`config.mk`:
```
export PLATFORM = sky130hd
export DESIGN_NAME = hmc_device_flat
export DESIGN_NICKNAME = d
export VERILOG_FILES = /design/src/rtl/hmc_pkg.sv /design/src/rtl/hmc_link_if.sv /design/src/rtl/hmc_delay.sv /design/src/rtl/hmc_device.sv /design/src/flat_wrapper.sv
export VERILOG_INCLUDE_DIRS = /design/src /design/src/rtl
export SDC_FILE = /design/constraint.sdc
export NUM_CORES = 1
export LEC_CHECK = 0
export ABC_AREA = 0
export BUFFER_PORTS_ARGS = -buffer_cell sky130_fd_sc_hd__buf_2
export CORE_AREA = 2 2 114 116
export CTS_CLUSTER_DIAMETER = 50
export DETAILED_ROUTE_END_ITERATION = 8
export DIE_AREA = 0 0 116 118
export GPL_ROUTABILITY_DRIVEN = 0
export HOLD_SLACK_MARGIN = 0.12
export PLACE_DENSITY = 0.9
export SYNTH_ARGS = -nofsm -noshare
export SYNTH_HDL_FRONTEND = slang
export SYNTH_SLANG_ARGS = --single-unit
```
`constraint.sdc`:
```
create_clock -name ref_clk_i -period 5.92 [get_ports ref_clk_i]
set_input_delay 0.592 -clock ref_clk_i [delete_from_list [all_inputs] [get_ports ref_clk_i]]
set_output_delay 0.592 -clock ref_clk_i [all_outputs]
set_load 0.005 [all_outputs]
```
`src/rtl/hmc_map.svh`:
```
`ifndef HMC_MAP_SVH
`define HMC_MAP_SVH

// ----------------------------------------------------------------------------
// Clock
// ----------------------------------------------------------------------------
`define HMC_CLK_MHZ              100

// ----------------------------------------------------------------------------
// Data layout
// ----------------------------------------------------------------------------
`define HMC_DATA_W               12
`define HMC_NCHAN                4
`define HMC_CH_X                 2'h0
`define HMC_CH_Y                 2'h1
`define HMC_CH_Z                 2'h2
`define HMC_CH_T                 2'h3
`define HMC_TMR_W                16
`define HMC_LP_W                 24
`define HMC_INT_W                9

// ----------------------------------------------------------------------------
// End-of-conversion pulse, ns
// ----------------------------------------------------------------------------
`define HMC_T_INT_MIN_NS         1800
`define HMC_T_INT_TYP_NS         2500
`define HMC_T_INT_MAX_NS         3200
`define HMC_INT_CYC              ((`HMC_T_INT_TYP_NS * `HMC_CLK_MHZ) / 1000)

// ----------------------------------------------------------------------------
// Read windows, us; the host reads at half the least window
// ----------------------------------------------------------------------------
`define HMC_T_RD1_FULL_MIN_US    30
`define HMC_T_RD1_FULL_MAX_US    50
`define HMC_T_RD1_SR_MIN_US      42
`define HMC_T_RD1_SR_MAX_US      70
`define HMC_T_RDN_FULL_MIN_US    32
`define HMC_T_RDN_FULL_MAX_US    54
`define HMC_T_RDN_SR_MIN_US      44
`define HMC_T_RDN_SR_MAX_US      74
`define HMC_RD1_FULL_CYC         ((`HMC_T_RD1_FULL_MIN_US * `HMC_CLK_MHZ) / 2)
`define HMC_RD1_SR_CYC           ((`HMC_T_RD1_SR_MIN_US * `HMC_CLK_MHZ) / 2)
`define HMC_RDN_FULL_CYC         ((`HMC_T_RDN_FULL_MIN_US * `HMC_CLK_MHZ) / 2)
`define HMC_RDN_SR_CYC           ((`HMC_T_RDN_SR_MIN_US * `HMC_CLK_MHZ) / 2)

// ----------------------------------------------------------------------------
// Conversion time per channel, us
// ----------------------------------------------------------------------------
`define HMC_T_CONV_FULL_US       43
`define HMC_T_CONV_SR_US         59
`define HMC_CONV_FULL_CYC        (`HMC_T_CONV_FULL_US * `HMC_CLK_MHZ)
`define HMC_CONV_SR_CYC          (`HMC_T_CONV_SR_US * `HMC_CLK_MHZ)

// ----------------------------------------------------------------------------
// Low-power update rates, Hz
// ----------------------------------------------------------------------------
`define HMC_LP_SLOW_HZ           10
`define HMC_LP_FAST_HZ           160
`define HMC_LP_SLOW_CYC          ((`HMC_CLK_MHZ * 1000000) / `HMC_LP_SLOW_HZ)
`define HMC_LP_FAST_CYC          ((`HMC_CLK_MHZ * 1000000) / `HMC_LP_FAST_HZ)

// ----------------------------------------------------------------------------
// Serial bus, kHz; one read takes one clock
// ----------------------------------------------------------------------------
`define HMC_BUS_MIN_KHZ          800

`endif

```
`src/rtl/hmc_pkg.sv`:
```
package hmc_pkg;

    typedef enum logic [1:0] {
        HMC_POWER_DOWN,
        HMC_LOW_POWER,
        HMC_FAST,
        HMC_MASTER
    } hmc_mode_e;

    typedef enum logic [1:0] {
        HMC_CFG_XYZT,
        HMC_CFG_XYZ,
        HMC_CFG_XY
    } hmc_chcfg_e;

    typedef enum {
        HMC_DS_IDLE,
        HMC_DS_CONV
    } hmc_dev_state_e;

    typedef enum {
        HMC_HS_IDLE,
        HMC_HS_WAIT,
        HMC_HS_READ,
        HMC_HS_DATA
    } hmc_host_state_e;

    typedef logic [11:0] hmc_sample_t;

endpackage

```
`src/rtl/hmc_link_if.sv`:
```
`timescale 1ns/1ps
interface hmc_link_if;
    logic                 int_n;
    logic                 trig;
    logic                 rd_req;
    logic                 rd_valid;
    hmc_pkg::hmc_sample_t rd_data;
    logic [1:0]           rd_chan;

    modport dev (
        output int_n,
        output rd_valid,
        output rd_data,
        output rd_chan,
        input  trig,
        input  rd_req
    );

    modport host (
        input  int_n,
        input  rd_valid,
        input  rd_data,
        input  rd_chan,
        output trig,
        output rd_req
    );
endinterface

```
`src/rtl/hmc_delay.sv`:
```
`timescale 1ns/1ps
`include "hmc_map.svh"
module hmc_delay (
    input  wire logic                  ref_clk_i,
    input  wire logic                  resetn_i,
    input  wire logic                  start_i,
    input  wire logic [`HMC_TMR_W-1:0] load_i,
    output logic                       done_o,
    output logic                       busy_o
);
    typedef struct packed {
        logic                  busy;
        logic                  done;
        logic [`HMC_TMR_W-1:0] cnt;
    } hmc_delay_s;

    hmc_delay_s dly_reg;
    hmc_delay_s dly_next;

    // ------------------------------------------------------------------------
    // Down counter, one-cycle done pulse; a start restarts it
    // ------------------------------------------------------------------------
    always_comb begin
        dly_next      = dly_reg;
        dly_next.done = 1'b0;
        if (start_i) begin
            dly_next.busy = 1'b1;
            dly_next.cnt  = load_i;
        end else if (dly_reg.busy) begin
            if (dly_reg.cnt <= `HMC_TMR_W'(1)) begin
                dly_next.busy = 1'b0;
                dly_next.done = 1'b1;
            end else begin
                dly_next.cnt = dly_reg.cnt - `HMC_TMR_W'(1);
            end
        end
    end

    always_ff @(posedge ref_clk_i or negedge resetn_i) begin
        if (!resetn_i) begin
            dly_reg <= '0;
        end else begin
            dly_reg <= dly_next;
        end
    end

    assign done_o = dly_reg.done;
    assign busy_o = dly_reg.busy;
endmodule

```
`src/rtl/hmc_device.sv`:
```
// Behaviour
// - Pulse interrupt low about 2.5 us
// - Host reads first full-range result in time
// - Host reads first short-range result in time
// - Host spaces full-range reads within window
// - Host spaces short-range reads within window
// - Host syncs reads to cycles in fast mode
// - Fast mode restarts cycle at once
// - Other modes start only on trigger
// - Four channels: cycle ends after temperature
// - Three channels: no temperature, end after vertical
// - Two axes: vertical and temperature untouched
// - Fast mode host: fast bus, interrupt timing
// - Temperature enabled after reset, can disable
// - Low power cycles at 10 or 160 Hz
`timescale 1ns/1ps
`include "hmc_map.svh"
module hmc_device #(
    parameter int CONV_FULL_CYC = `HMC_CONV_FULL_CYC,
    parameter int CONV_SR_CYC   = `HMC_CONV_SR_CYC,
    parameter int LP_SLOW_CYC   = `HMC_LP_SLOW_CYC,
    parameter int LP_FAST_CYC   = `HMC_LP_FAST_CYC
) (
    input  wire logic                                  ref_clk_i,
    input  wire logic                                  resetn_i,
    hmc_link_if.dev                                    link,
    input  wire hmc_pkg::hmc_mode_e                    mode_i,
    input  wire hmc_pkg::hmc_chcfg_e                   chan_cfg_i,
    input  wire logic                                  range_short_i,
    input  wire logic                                  int_en_i,
    input  wire logic                                  lp_rate_fast_i,
    input  wire logic [`HMC_NCHAN-1:0][`HMC_DATA_W-1:0] sample_i,
    output logic [`HMC_NCHAN-1:0][`HMC_DATA_W-1:0]      result_o,
    output logic                                       busy_o,
    output logic                                       cycle_done_o,
    output logic [1:0]                                 chan_o
);
    typedef struct packed {
        hmc_pkg::hmc_dev_state_e                 state;
        hmc_pkg::hmc_chcfg_e                     cfg;
        logic                                    short_rng;
        logic [1:0]                              chan;
        logic                                    trig_pend;
        logic [`HMC_LP_W-1:0]                    lp_cnt;
        logic [`HMC_INT_W-1:0]                   int_cnt;
        logic                                    int_n;
        logic                                    done;
        logic [`HMC_NCHAN-1:0][`HMC_DATA_W-1:0]  res;
        logic [1:0]                              rd_ptr;
        logic                                    rd_valid;
        logic [`HMC_DATA_W-1:0]                  rd_data;
        logic [1:0]                              rd_chan;
    } hmc_dev_s;

    hmc_dev_s              dev_reg;
    hmc_dev_s              dev_next;
    logic                  tmr_start;
    logic [`HMC_TMR_W-1:0] tmr_load;
    logic                  tmr_done;
    logic                  lp_tick;
    logic                  trig_now;
    logic                  start_cycle;
    logic                  start_short;

    // ------------------------------------------------------------------------
    // Last channel of a configuration
    // ------------------------------------------------------------------------
    function automatic logic [1:0] last_chan(input hmc_pkg::hmc_chcfg_e cfg);
        case (cfg)
            hmc_pkg::HMC_CFG_XYZ: last_chan = `HMC_CH_Z;
            hmc_pkg::HMC_CFG_XY:  last_chan = `HMC_CH_Y;
            default:              last_chan = `HMC_CH_T;
        endcase
    endfunction

    // ------------------------------------------------------------------------
    // Conversion timer
    // ------------------------------------------------------------------------
    hmc_delay u_conv_tmr (
        .ref_clk_i (ref_clk_i),
        .resetn_i  (resetn_i),
        .start_i   (tmr_start),
        .load_i    (tmr_load),
        .done_o    (tmr_done),
        .busy_o    ()
    );

    // ------------------------------------------------------------------------
    // Sequencer
    // ------------------------------------------------------------------------
    always_comb begin
        dev_next          = dev_reg;
        dev_next.done     = 1'b0;
        dev_next.rd_valid = 1'b0;
        tmr_start         = 1'b0;
        start_cycle       = 1'b0;
        start_short       = dev_reg.short_rng;
        lp_tick           = 1'b0;

        // Internal trigger source for low-power mode
        if (mode_i == hmc_pkg::HMC_LOW_POWER) begin
            if (dev_reg.lp_cnt == '0) begin
                lp_tick         = 1'b1;
                dev_next.lp_cnt = lp_rate_fast_i ? `HMC_LP_W'(LP_FAST_CYC - 1)
                                                 : `HMC_LP_W'(LP_SLOW_CYC - 1);
            end else begin
                dev_next.lp_cnt = dev_reg.lp_cnt - `HMC_LP_W'(1);
            end
        end else begin
            dev_next.lp_cnt = '0;
        end

        trig_now = (mode_i == hmc_pkg::HMC_MASTER && link.trig) ||
                   (mode_i == hmc_pkg::HMC_LOW_POWER && lp_tick);

        case (dev_reg.state)
            hmc_pkg::HMC_DS_IDLE: begin
                if (mode_i == hmc_pkg::HMC_FAST || trig_now || dev_reg.trig_pend) begin
                    start_cycle = 1'b1;
                end
                dev_next.trig_pend = 1'b0;
            end
            hmc_pkg::HMC_DS_CONV: begin
                if (tmr_done) begin
                    dev_next.res[dev_reg.chan] = sample_i[dev_reg.chan];
                    if (dev_reg.chan == last_chan(dev_reg.cfg)) begin
                        dev_next.done   = 1'b1;
                        dev_next.rd_ptr = `HMC_CH_X;
                        dev_next.state  = hmc_pkg::HMC_DS_IDLE;
                        if (int_en_i) begin
                            dev_next.int_n   = 1'b0;
                            dev_next.int_cnt = `HMC_INT_W'(`HMC_INT_CYC);
                        end
                        if (mode_i == hmc_pkg::HMC_FAST) begin
                            start_cycle = 1'b1;
                        end else if (dev_reg.trig_pend || trig_now) begin
                            start_cycle = 1'b1;
                        end
                        dev_next.trig_pend = 1'b0;
                    end else begin
                        dev_next.chan = dev_reg.chan + 2'h1;
                        tmr_start     = 1'b1;
                        if (trig_now) begin
                            dev_next.trig_pend = 1'b1;
                        end
                    end
                end else if (trig_now) begin
                    dev_next.trig_pend = 1'b1;
                end
            end
            default: begin
                dev_next.state = hmc_pkg::HMC_DS_IDLE;
            end
        endcase

        // Configuration is sampled at the start of every cycle
        if (start_cycle) begin
            dev_next.cfg       = chan_cfg_i;
            dev_next.short_rng = range_short_i;
            dev_next.chan      = `HMC_CH_X;
            dev_next.state     = hmc_pkg::HMC_DS_CONV;
            start_short        = range_short_i;
            tmr_start          = 1'b1;
        end

        // End-of-conversion pulse length
        if (!dev_reg.int_n) begin
            if (dev_reg.int_cnt <= `HMC_INT_W'(1)) begin
                dev_next.int_n = 1'b1;
            end else begin
                dev_next.int_cnt = dev_reg.int_cnt - `HMC_INT_W'(1);
            end
        end

        // Result readout in channel order, wrapping at the last channel
        if (link.rd_req) begin
            dev_next.rd_valid = 1'b1;
            dev_next.rd_data  = dev_reg.res[dev_reg.rd_ptr];
            dev_next.rd_chan  = dev_reg.rd_ptr;
            dev_next.rd_ptr   = (dev_reg.rd_ptr == last_chan(dev_reg.cfg)) ?
                                `HMC_CH_X : dev_reg.rd_ptr + 2'h1;
        end

        tmr_load = start_short ? `HMC_TMR_W'(CONV_SR_CYC) : `HMC_TMR_W'(CONV_FULL_CYC);
    end

    always_ff @(posedge ref_clk_i or negedge resetn_i) begin
        if (!resetn_i) begin
            dev_reg           <= '0;
            dev_reg.state     <= hmc_pkg::HMC_DS_IDLE;
            dev_reg.cfg       <= hmc_pkg::HMC_CFG_XYZT;
            dev_reg.int_n     <= 1'b1;
        end else begin
            dev_reg <= dev_next;
        end
    end

    // ------------------------------------------------------------------------
    // Outputs
    // ------------------------------------------------------------------------
    assign link.int_n    = dev_reg.int_n;
    assign link.rd_valid = dev_reg.rd_valid;
    assign link.rd_data  = dev_reg.rd_data;
    assign link.rd_chan  = dev_reg.rd_chan;
    assign result_o      = dev_reg.res;
    assign busy_o        = (dev_reg.state == hmc_pkg::HMC_DS_CONV);
    assign cycle_done_o  = dev_reg.done;
    assign chan_o        = dev_reg.chan;
endmodule

```
`src/flat_wrapper.sv`:
```
// flat-port wrapper written by rule: the top's interface ports become plain ports
module hmc_device_flat 
#(
    parameter int CONV_FULL_CYC = `HMC_CONV_FULL_CYC,
    parameter int CONV_SR_CYC   = `HMC_CONV_SR_CYC,
    parameter int LP_SLOW_CYC   = `HMC_LP_SLOW_CYC,
    parameter int LP_FAST_CYC   = `HMC_LP_FAST_CYC
)
  (ref_clk_i, resetn_i, mode_i, chan_cfg_i, range_short_i, int_en_i, lp_rate_fast_i, sample_i, result_o, busy_o, cycle_done_o, chan_o, link_int_n, link_rd_valid, link_rd_data, link_rd_chan, link_trig, link_rd_req);
  hmc_link_if link_i ();
  input  wire logic ref_clk_i;
  input  wire logic resetn_i;
  input  wire hmc_pkg::hmc_mode_e mode_i;
  input  wire hmc_pkg::hmc_chcfg_e chan_cfg_i;
  input  wire logic range_short_i;
  input  wire logic int_en_i;
  input  wire logic lp_rate_fast_i;
  input  wire logic [`HMC_NCHAN-1:0][`HMC_DATA_W-1:0] sample_i;
  output logic [`HMC_NCHAN-1:0][`HMC_DATA_W-1:0] result_o;
  output logic busy_o;
  output logic cycle_done_o;
  output logic [1:0] chan_o;
  output wire logic [$bits(link_i.int_n)-1:0] link_int_n;
  output wire logic [$bits(link_i.rd_valid)-1:0] link_rd_valid;
  output wire logic [$bits(link_i.rd_data)-1:0] link_rd_data;
  output wire logic [$bits(link_i.rd_chan)-1:0] link_rd_chan;
  input wire logic [$bits(link_i.trig)-1:0] link_trig;
  input wire logic [$bits(link_i.rd_req)-1:0] link_rd_req;
  assign link_int_n = link_i.int_n;
  assign link_rd_valid = link_i.rd_valid;
  assign link_rd_data = link_i.rd_data;
  assign link_rd_chan = link_i.rd_chan;
  assign link_i.trig = link_trig;
  assign link_i.rd_req = link_rd_req;
  hmc_device #(.CONV_FULL_CYC(CONV_FULL_CYC), .CONV_SR_CYC(CONV_SR_CYC), .LP_SLOW_CYC(LP_SLOW_CYC), .LP_FAST_CYC(LP_FAST_CYC)) u_core (.ref_clk_i(ref_clk_i), .resetn_i(resetn_i), .link(link_i), .mode_i(mode_i), .chan_cfg_i(chan_cfg_i), .range_short_i(range_short_i), .int_en_i(int_en_i), .lp_rate_fast_i(lp_rate_fast_i), .sample_i(sample_i), .result_o(result_o), .busy_o(busy_o), .cycle_done_o(cycle_done_o), .chan_o(chan_o));
endmodule
```
# Word level (Yosys, flattened, before mapping)
# Cells that the tools add are included.
# op_classes
add_sub_neg,5
magnitude_cmp,5
eq_ne,14
muxes,55
n_reduce_logical,21
# op_table
op,n
61-bit two-way mux,2
24-bit two-way mux,3
32-bit two-way mux,2
32-bit case mux with 2 select lines,1
12-bit binary-select mux with 2-bit select,2
48-bit bitwise mux,1
37-bit two-way mux,1
12-bit two-way mux,3
"32-bit by 1-bit equality test with 1-bit output, second input constant",1
"32-bit by 2-bit equality test with 1-bit output, second input constant",1
32-bit zero test,1
16-bit two-way mux,2
12-bit demux with 2-bit select,1
24-bit zero test,1
"24-bit by 1-bit subtractor with 24-bit output, second input constant",1
11-bit two-way mux,2
10-bit two-way mux,2
1-bit two-way mux,18
18-bit two-way mux,1
2-bit two-way mux,9
17-bit two-way mux,1
"16-bit by 1-bit <= comparator with 1-bit output, second input constant",1
"16-bit by 1-bit subtractor with 16-bit output, second input constant",1
2-bit nonzero test,7
18 further kinds,35
# word_totals
reg_bits,156
input_bits,59
elab_cells,120

# Longest topological paths before layout
# logic_depth
depth_word,14
depth_mapped,8
depth_no_buf,7

# Hierarchy
# A second synthesis with hierarchy kept.
# hier_totals
cells_unflattened,611
area_unflattened_um2,6970.4
# modules_own_cells
module,n_inst,cells_per_inst,area_per_inst_um2,seq_area_each_um2
hmc_device,1,475,5811.8,2678.8
hmc_delay,1,136,1158.6,450.4

# Worst setup path before layout
# OpenSTA, ideal clock, no wires.
# synth_timing
path_kind,register to register
start,register u_core.dev_reg (netlist bit u_core.chan_o[0])
end,register (tool-made name)
setup_time_ns,0.125
t_arrival_ns,2.363
required_time_ns,5.795
slack_ns,3.432
path_stages_with_launch,8
n_path_buf,3
cell_sequence,dfrtp_1 -> clkbuf_1 -> buf_1 -> inv_1 -> ha_1 -> nand2_1 -> clkbuf_1 -> mux2_2
# synth_lines
element,line_no,text
"start, declared",hmc_device.sv:55,hmc_dev_s dev_reg;
"start signal, assigned",hmc_device.sv:194,dev_reg <= dev_next;

# Worst setup path in the final report
# layout_timing
start,register u_core.dev_reg (netlist bit u_core.chan_o[0])
end,register u_core.u_conv_tmr.dly_reg[7] in the netlist's numbering
# layout_via
elab_chain_len,7
elab_cells_between_ends,14
# layout_rtl
element,line_no,text
2-bit equality test *,hmc_device.sv:126,if (dev_reg.chan == last_chan(dev_reg.cfg)) begin
1-bit two-way mux,hmc_device.sv:126,
1-bit two-way mux,hmc_device.sv:124,if (tmr_done) begin
1-bit case mux with 2 select lines / 1-bit two-way mux (equally long branches),hmc_device.sv:116,case (dev_reg.state)
1-bit two-way mux,hmc_device.sv:157,if (start_cycle) begin
2-bit by 1-bit != test with 1-bit output (no line) (tied with other cells),n/a,
2-bit AND reduction (no line) / 16-bit two-way mux (equally long branches),n/a,
"end signal, assigned",hmc_delay.sv:43,dly_reg <= dly_next;
"end, declared",hmc_delay.sv:17,hmc_delay_s dly_reg;
# Every way passes the cells marked *; elsewhere a longest branch is shown, timed or not.
# A chain may end at the register's enable or synchronous reset.

==> results.yml <==
die:
  dieArea_um2: 13700
  die_width_um: 116
  start_util: 0.551
  pin_count: 127
  row_count: 41
  core_area_um2: 12400
  die_h_um: 118
global_route:
  grt_pass1_vias: 5152
  grt_pass1_wl_um: 25800
  grt_max_degree: 71
  grt_overflow: 0
  grt_usage: 0.242
  antenna_found_initial: 0
drt:
  num_vias: 5007
  first_pass_iters: 6
  postRouteAntennaNets: 0
  drc: 0
  vias_per_cell: 6.10
  drt_wl_total_um: 15900
  drtIter0Drc: 471
  wl_per_cell_um: 19.4
sta:
  fin_ws_ns: 3.04
  skew_ns: 0.00709
  worstMarginPinSlew_ns: 1.07
  min_period_over_period: 0.486
  setup-violations-final: 0
  clock.fmax_mhz: 347
  timing.setup.tns_ns: 0
  rsz0062_at_grt: "no"
  slew_viol_final: 0
  min_period_ns: 2.88
  hold_viol: 0
  relSlewSlack: 0.286
cts:
  clockBufferDepth: 2
  hold_buffers: 0
  cts_sinks: 125
  clk_pin_slew_ns: 0.06
  cts_setup_buffers: 0
  cts_buffers: 17
  post_cts_resize_count: 0
  cts_tree: "done"
  cts.htree.levels: 4
  insertion_delay_ns: 0.42
  clockRootBuffer: "clkbuf_16"
finish:
  fillers: 918
  final_nets: 705
  fin_area_um2: 7700
  layout-drive-gt1-share: 0.407
  multi_input_area_um2: 3080
  register_area_um2: 3130
  antennaDiodeCount: 0
  area_growth_syn_to_layout_pct: 12.6
place:
  postPlaceCellArea_um2: 7120
  dp_hpwl_um: 10900
  pre_cts_ws_ns: 3.05
  io_buffers: 126
logic_synthesis:
  synthArstFlopShare: 1.00
  yosys_register_bits: 125
  synthesis.area_um2: 6840
  synth_edf_count: 0
  syn_inst: 577
  syn_area_per_cell_um2: 11.9
  syn_nets: 646
  synth_top_area_frac: 0.453
  synth_area_leaders: "dfrtp_1 45%, mux2_2 11%, mux4_2 7.9%"
  synth-main-ff-cell: "dfrtp_1"
  ys_seq_area_frac: 0.457
  ys_warn_count: 0
  yosysTopAreaCell: "dfrtp_1"
  synth_cell_types: 66
pwr:
  vdd_drop_max_mv: 0.340
  p_int_w: 0.00223
  p_sw_w: 0.00128
  pwr-share-comb: 0.346
  power_frac_seq: 0.364
  p_clk_frac: 0.290
  power_w: 0.00351
  switching_share: 0.365
  powerDensity_nw_per_um2: 456
  power_leakage_nw: 3.36
worst_hold_path:
  hold_class: "in2async"
setup_path:
  worst_setup_path_start_kind: "flip-flop"
  crit_path_max_fanout: 20
  critical_path.startpoint: "u_core.chan_o[0]"
  critical_path_class: "reg2reg"
  cp-end-kind: "flip-flop"
  r2r-start: "u_core.chan_o[0]"
  crit_arrival_ns: 3.16
  reg2reg_slack_ns: 3.04
  required_ns: 6.20
flow_run:
  max-cap-violations: 0
run_status:
  status: "completed"
-- area by class of cell --
| class | count | share of cell area |
|---|---|---|
| flip-flops and latches | 125 | 0.406 |
| multi-input cells | 349 | 0.399 |
| repair buffers | 127 | 0.0831 |
| clock buffers | 19 | 0.0575 |
| well taps | 172 | 0.0279 |
| clock inverters | 13 | 0.0184 |
| inverters | 16 | 0.00779 |
-- synthesized netlist by cell type (all sizes together) (3+ instances only) --
| library cell | instances |
|---|---|
| dfrtp | 124 |
| inv | 16 |
| a311oi | 4 |
| nand3 | 13 |
| and3 | 4 |
| xor2 | 11 |
| or3 | 5 |
| o21ai | 11 |
| a21oi | 28 |
| mux2 | 65 |
| nand2 | 17 |
| nor2b | 3 |
| or2 | 3 |
| nor4 | 10 |
| ha | 10 |
| and2 | 3 |
| mux4 | 24 |
| o32ai | 5 |
| clkbuf | 17 |
| nor3 | 15 |
| nor2 | 30 |
| or4 | 11 |
| nand2b | 6 |
| buf | 70 |
| a211oi | 6 |
| nand3b | 4 |
| and4 | 3 |
| a21o | 3 |
| xnor2 | 16 |
| o31ai | 9 |
-- per-layer routing --
layer | share of wire | up-vias | track usage
met1 | 0.39 | 2537 | 0.286
met4 | 0.028 | 0 | 0.0997
met3 | 0.068 | 50 | 0.0618
met5 | 0 | - | 0
li1 | - | 2177 | -
met2 | 0.51 | 243 | 0.416
-- critical path, cell delays in order, from the launching register on --
cell,delay (ns)
dfrtp_1,1.05
nor4bb_1,0.15
a311o_1,0.36
a21boi_1,0.62
or3_1,0.40
o32ai_1,0.15
-- logic make-up after synthesis --
kind of cell	count (synthesis)	share of synthesized area
adders and majority gates	10	0.0183
muxes	90	0.187
AOI/OAI and AO/OA	87	0.0892
and+or+nand+nor	135	0.120
xor gates and xnor gates	27	0.0346
DFF	125	0.457
buffers and inverters	103	0.0934
-- final timing paths --
kind	end	cells past startpoint
setup / recovery	u_core.u_conv_tmr.dly_reg[7]	5
hold / removal	u_core.link.rd_valid	1
setup reg to reg	u_core.u_conv_tmr.dly_reg[7]	5
hold reg to reg	u_core.dev_reg[72]	1
max in group asynchronous	u_core.u_conv_tmr.dly_reg[15]	2
min in group ref_clk_i	u_core.link.int_n	2
-- cell usage in the layout (no fill, tap or decap), drive strengths merged, types with 9 or more instances in the layout --
cell type,n
o21ai,11
xnor2,16
nor3,15
nand2,17
inv,17
or4,11
xor2,11
mux2,65
mux4,24
ha,10
dfrtp,124
nor4,10
nor2,30
o31ai,9
clkbuf,19
nand3,13
a21oi,28
buf,127
-- power by group through the flow --
stage	logic (W)	registers [W]	clock network (W)
6_report	0.00122	0.00128	0.00102
5_1_grt	0.00134	0.00131	0.00106
4_1_cts	0.00121	0.00127	0.00103
3_5_place_dp	0.00119	0.00128	0
3_3_place_gp	0.00112	0.00126	0
2_1_floorplan	0.00103	0.00116	0
-- per-stage QoR --
stage / instances / utilization / hold WS [ns]
after floorplan: 577 / - / 0.296
after global placement: 789 / 0.574 / 0.481
after detailed placement: 789 / 0.574 / 0.485
after CTS: 821 / 0.621 / 0.237
after global routing: 821 / 0.621 / 0.268
final: 821 / 0.621 / 0.209
(Power assumes the default switching activity.)
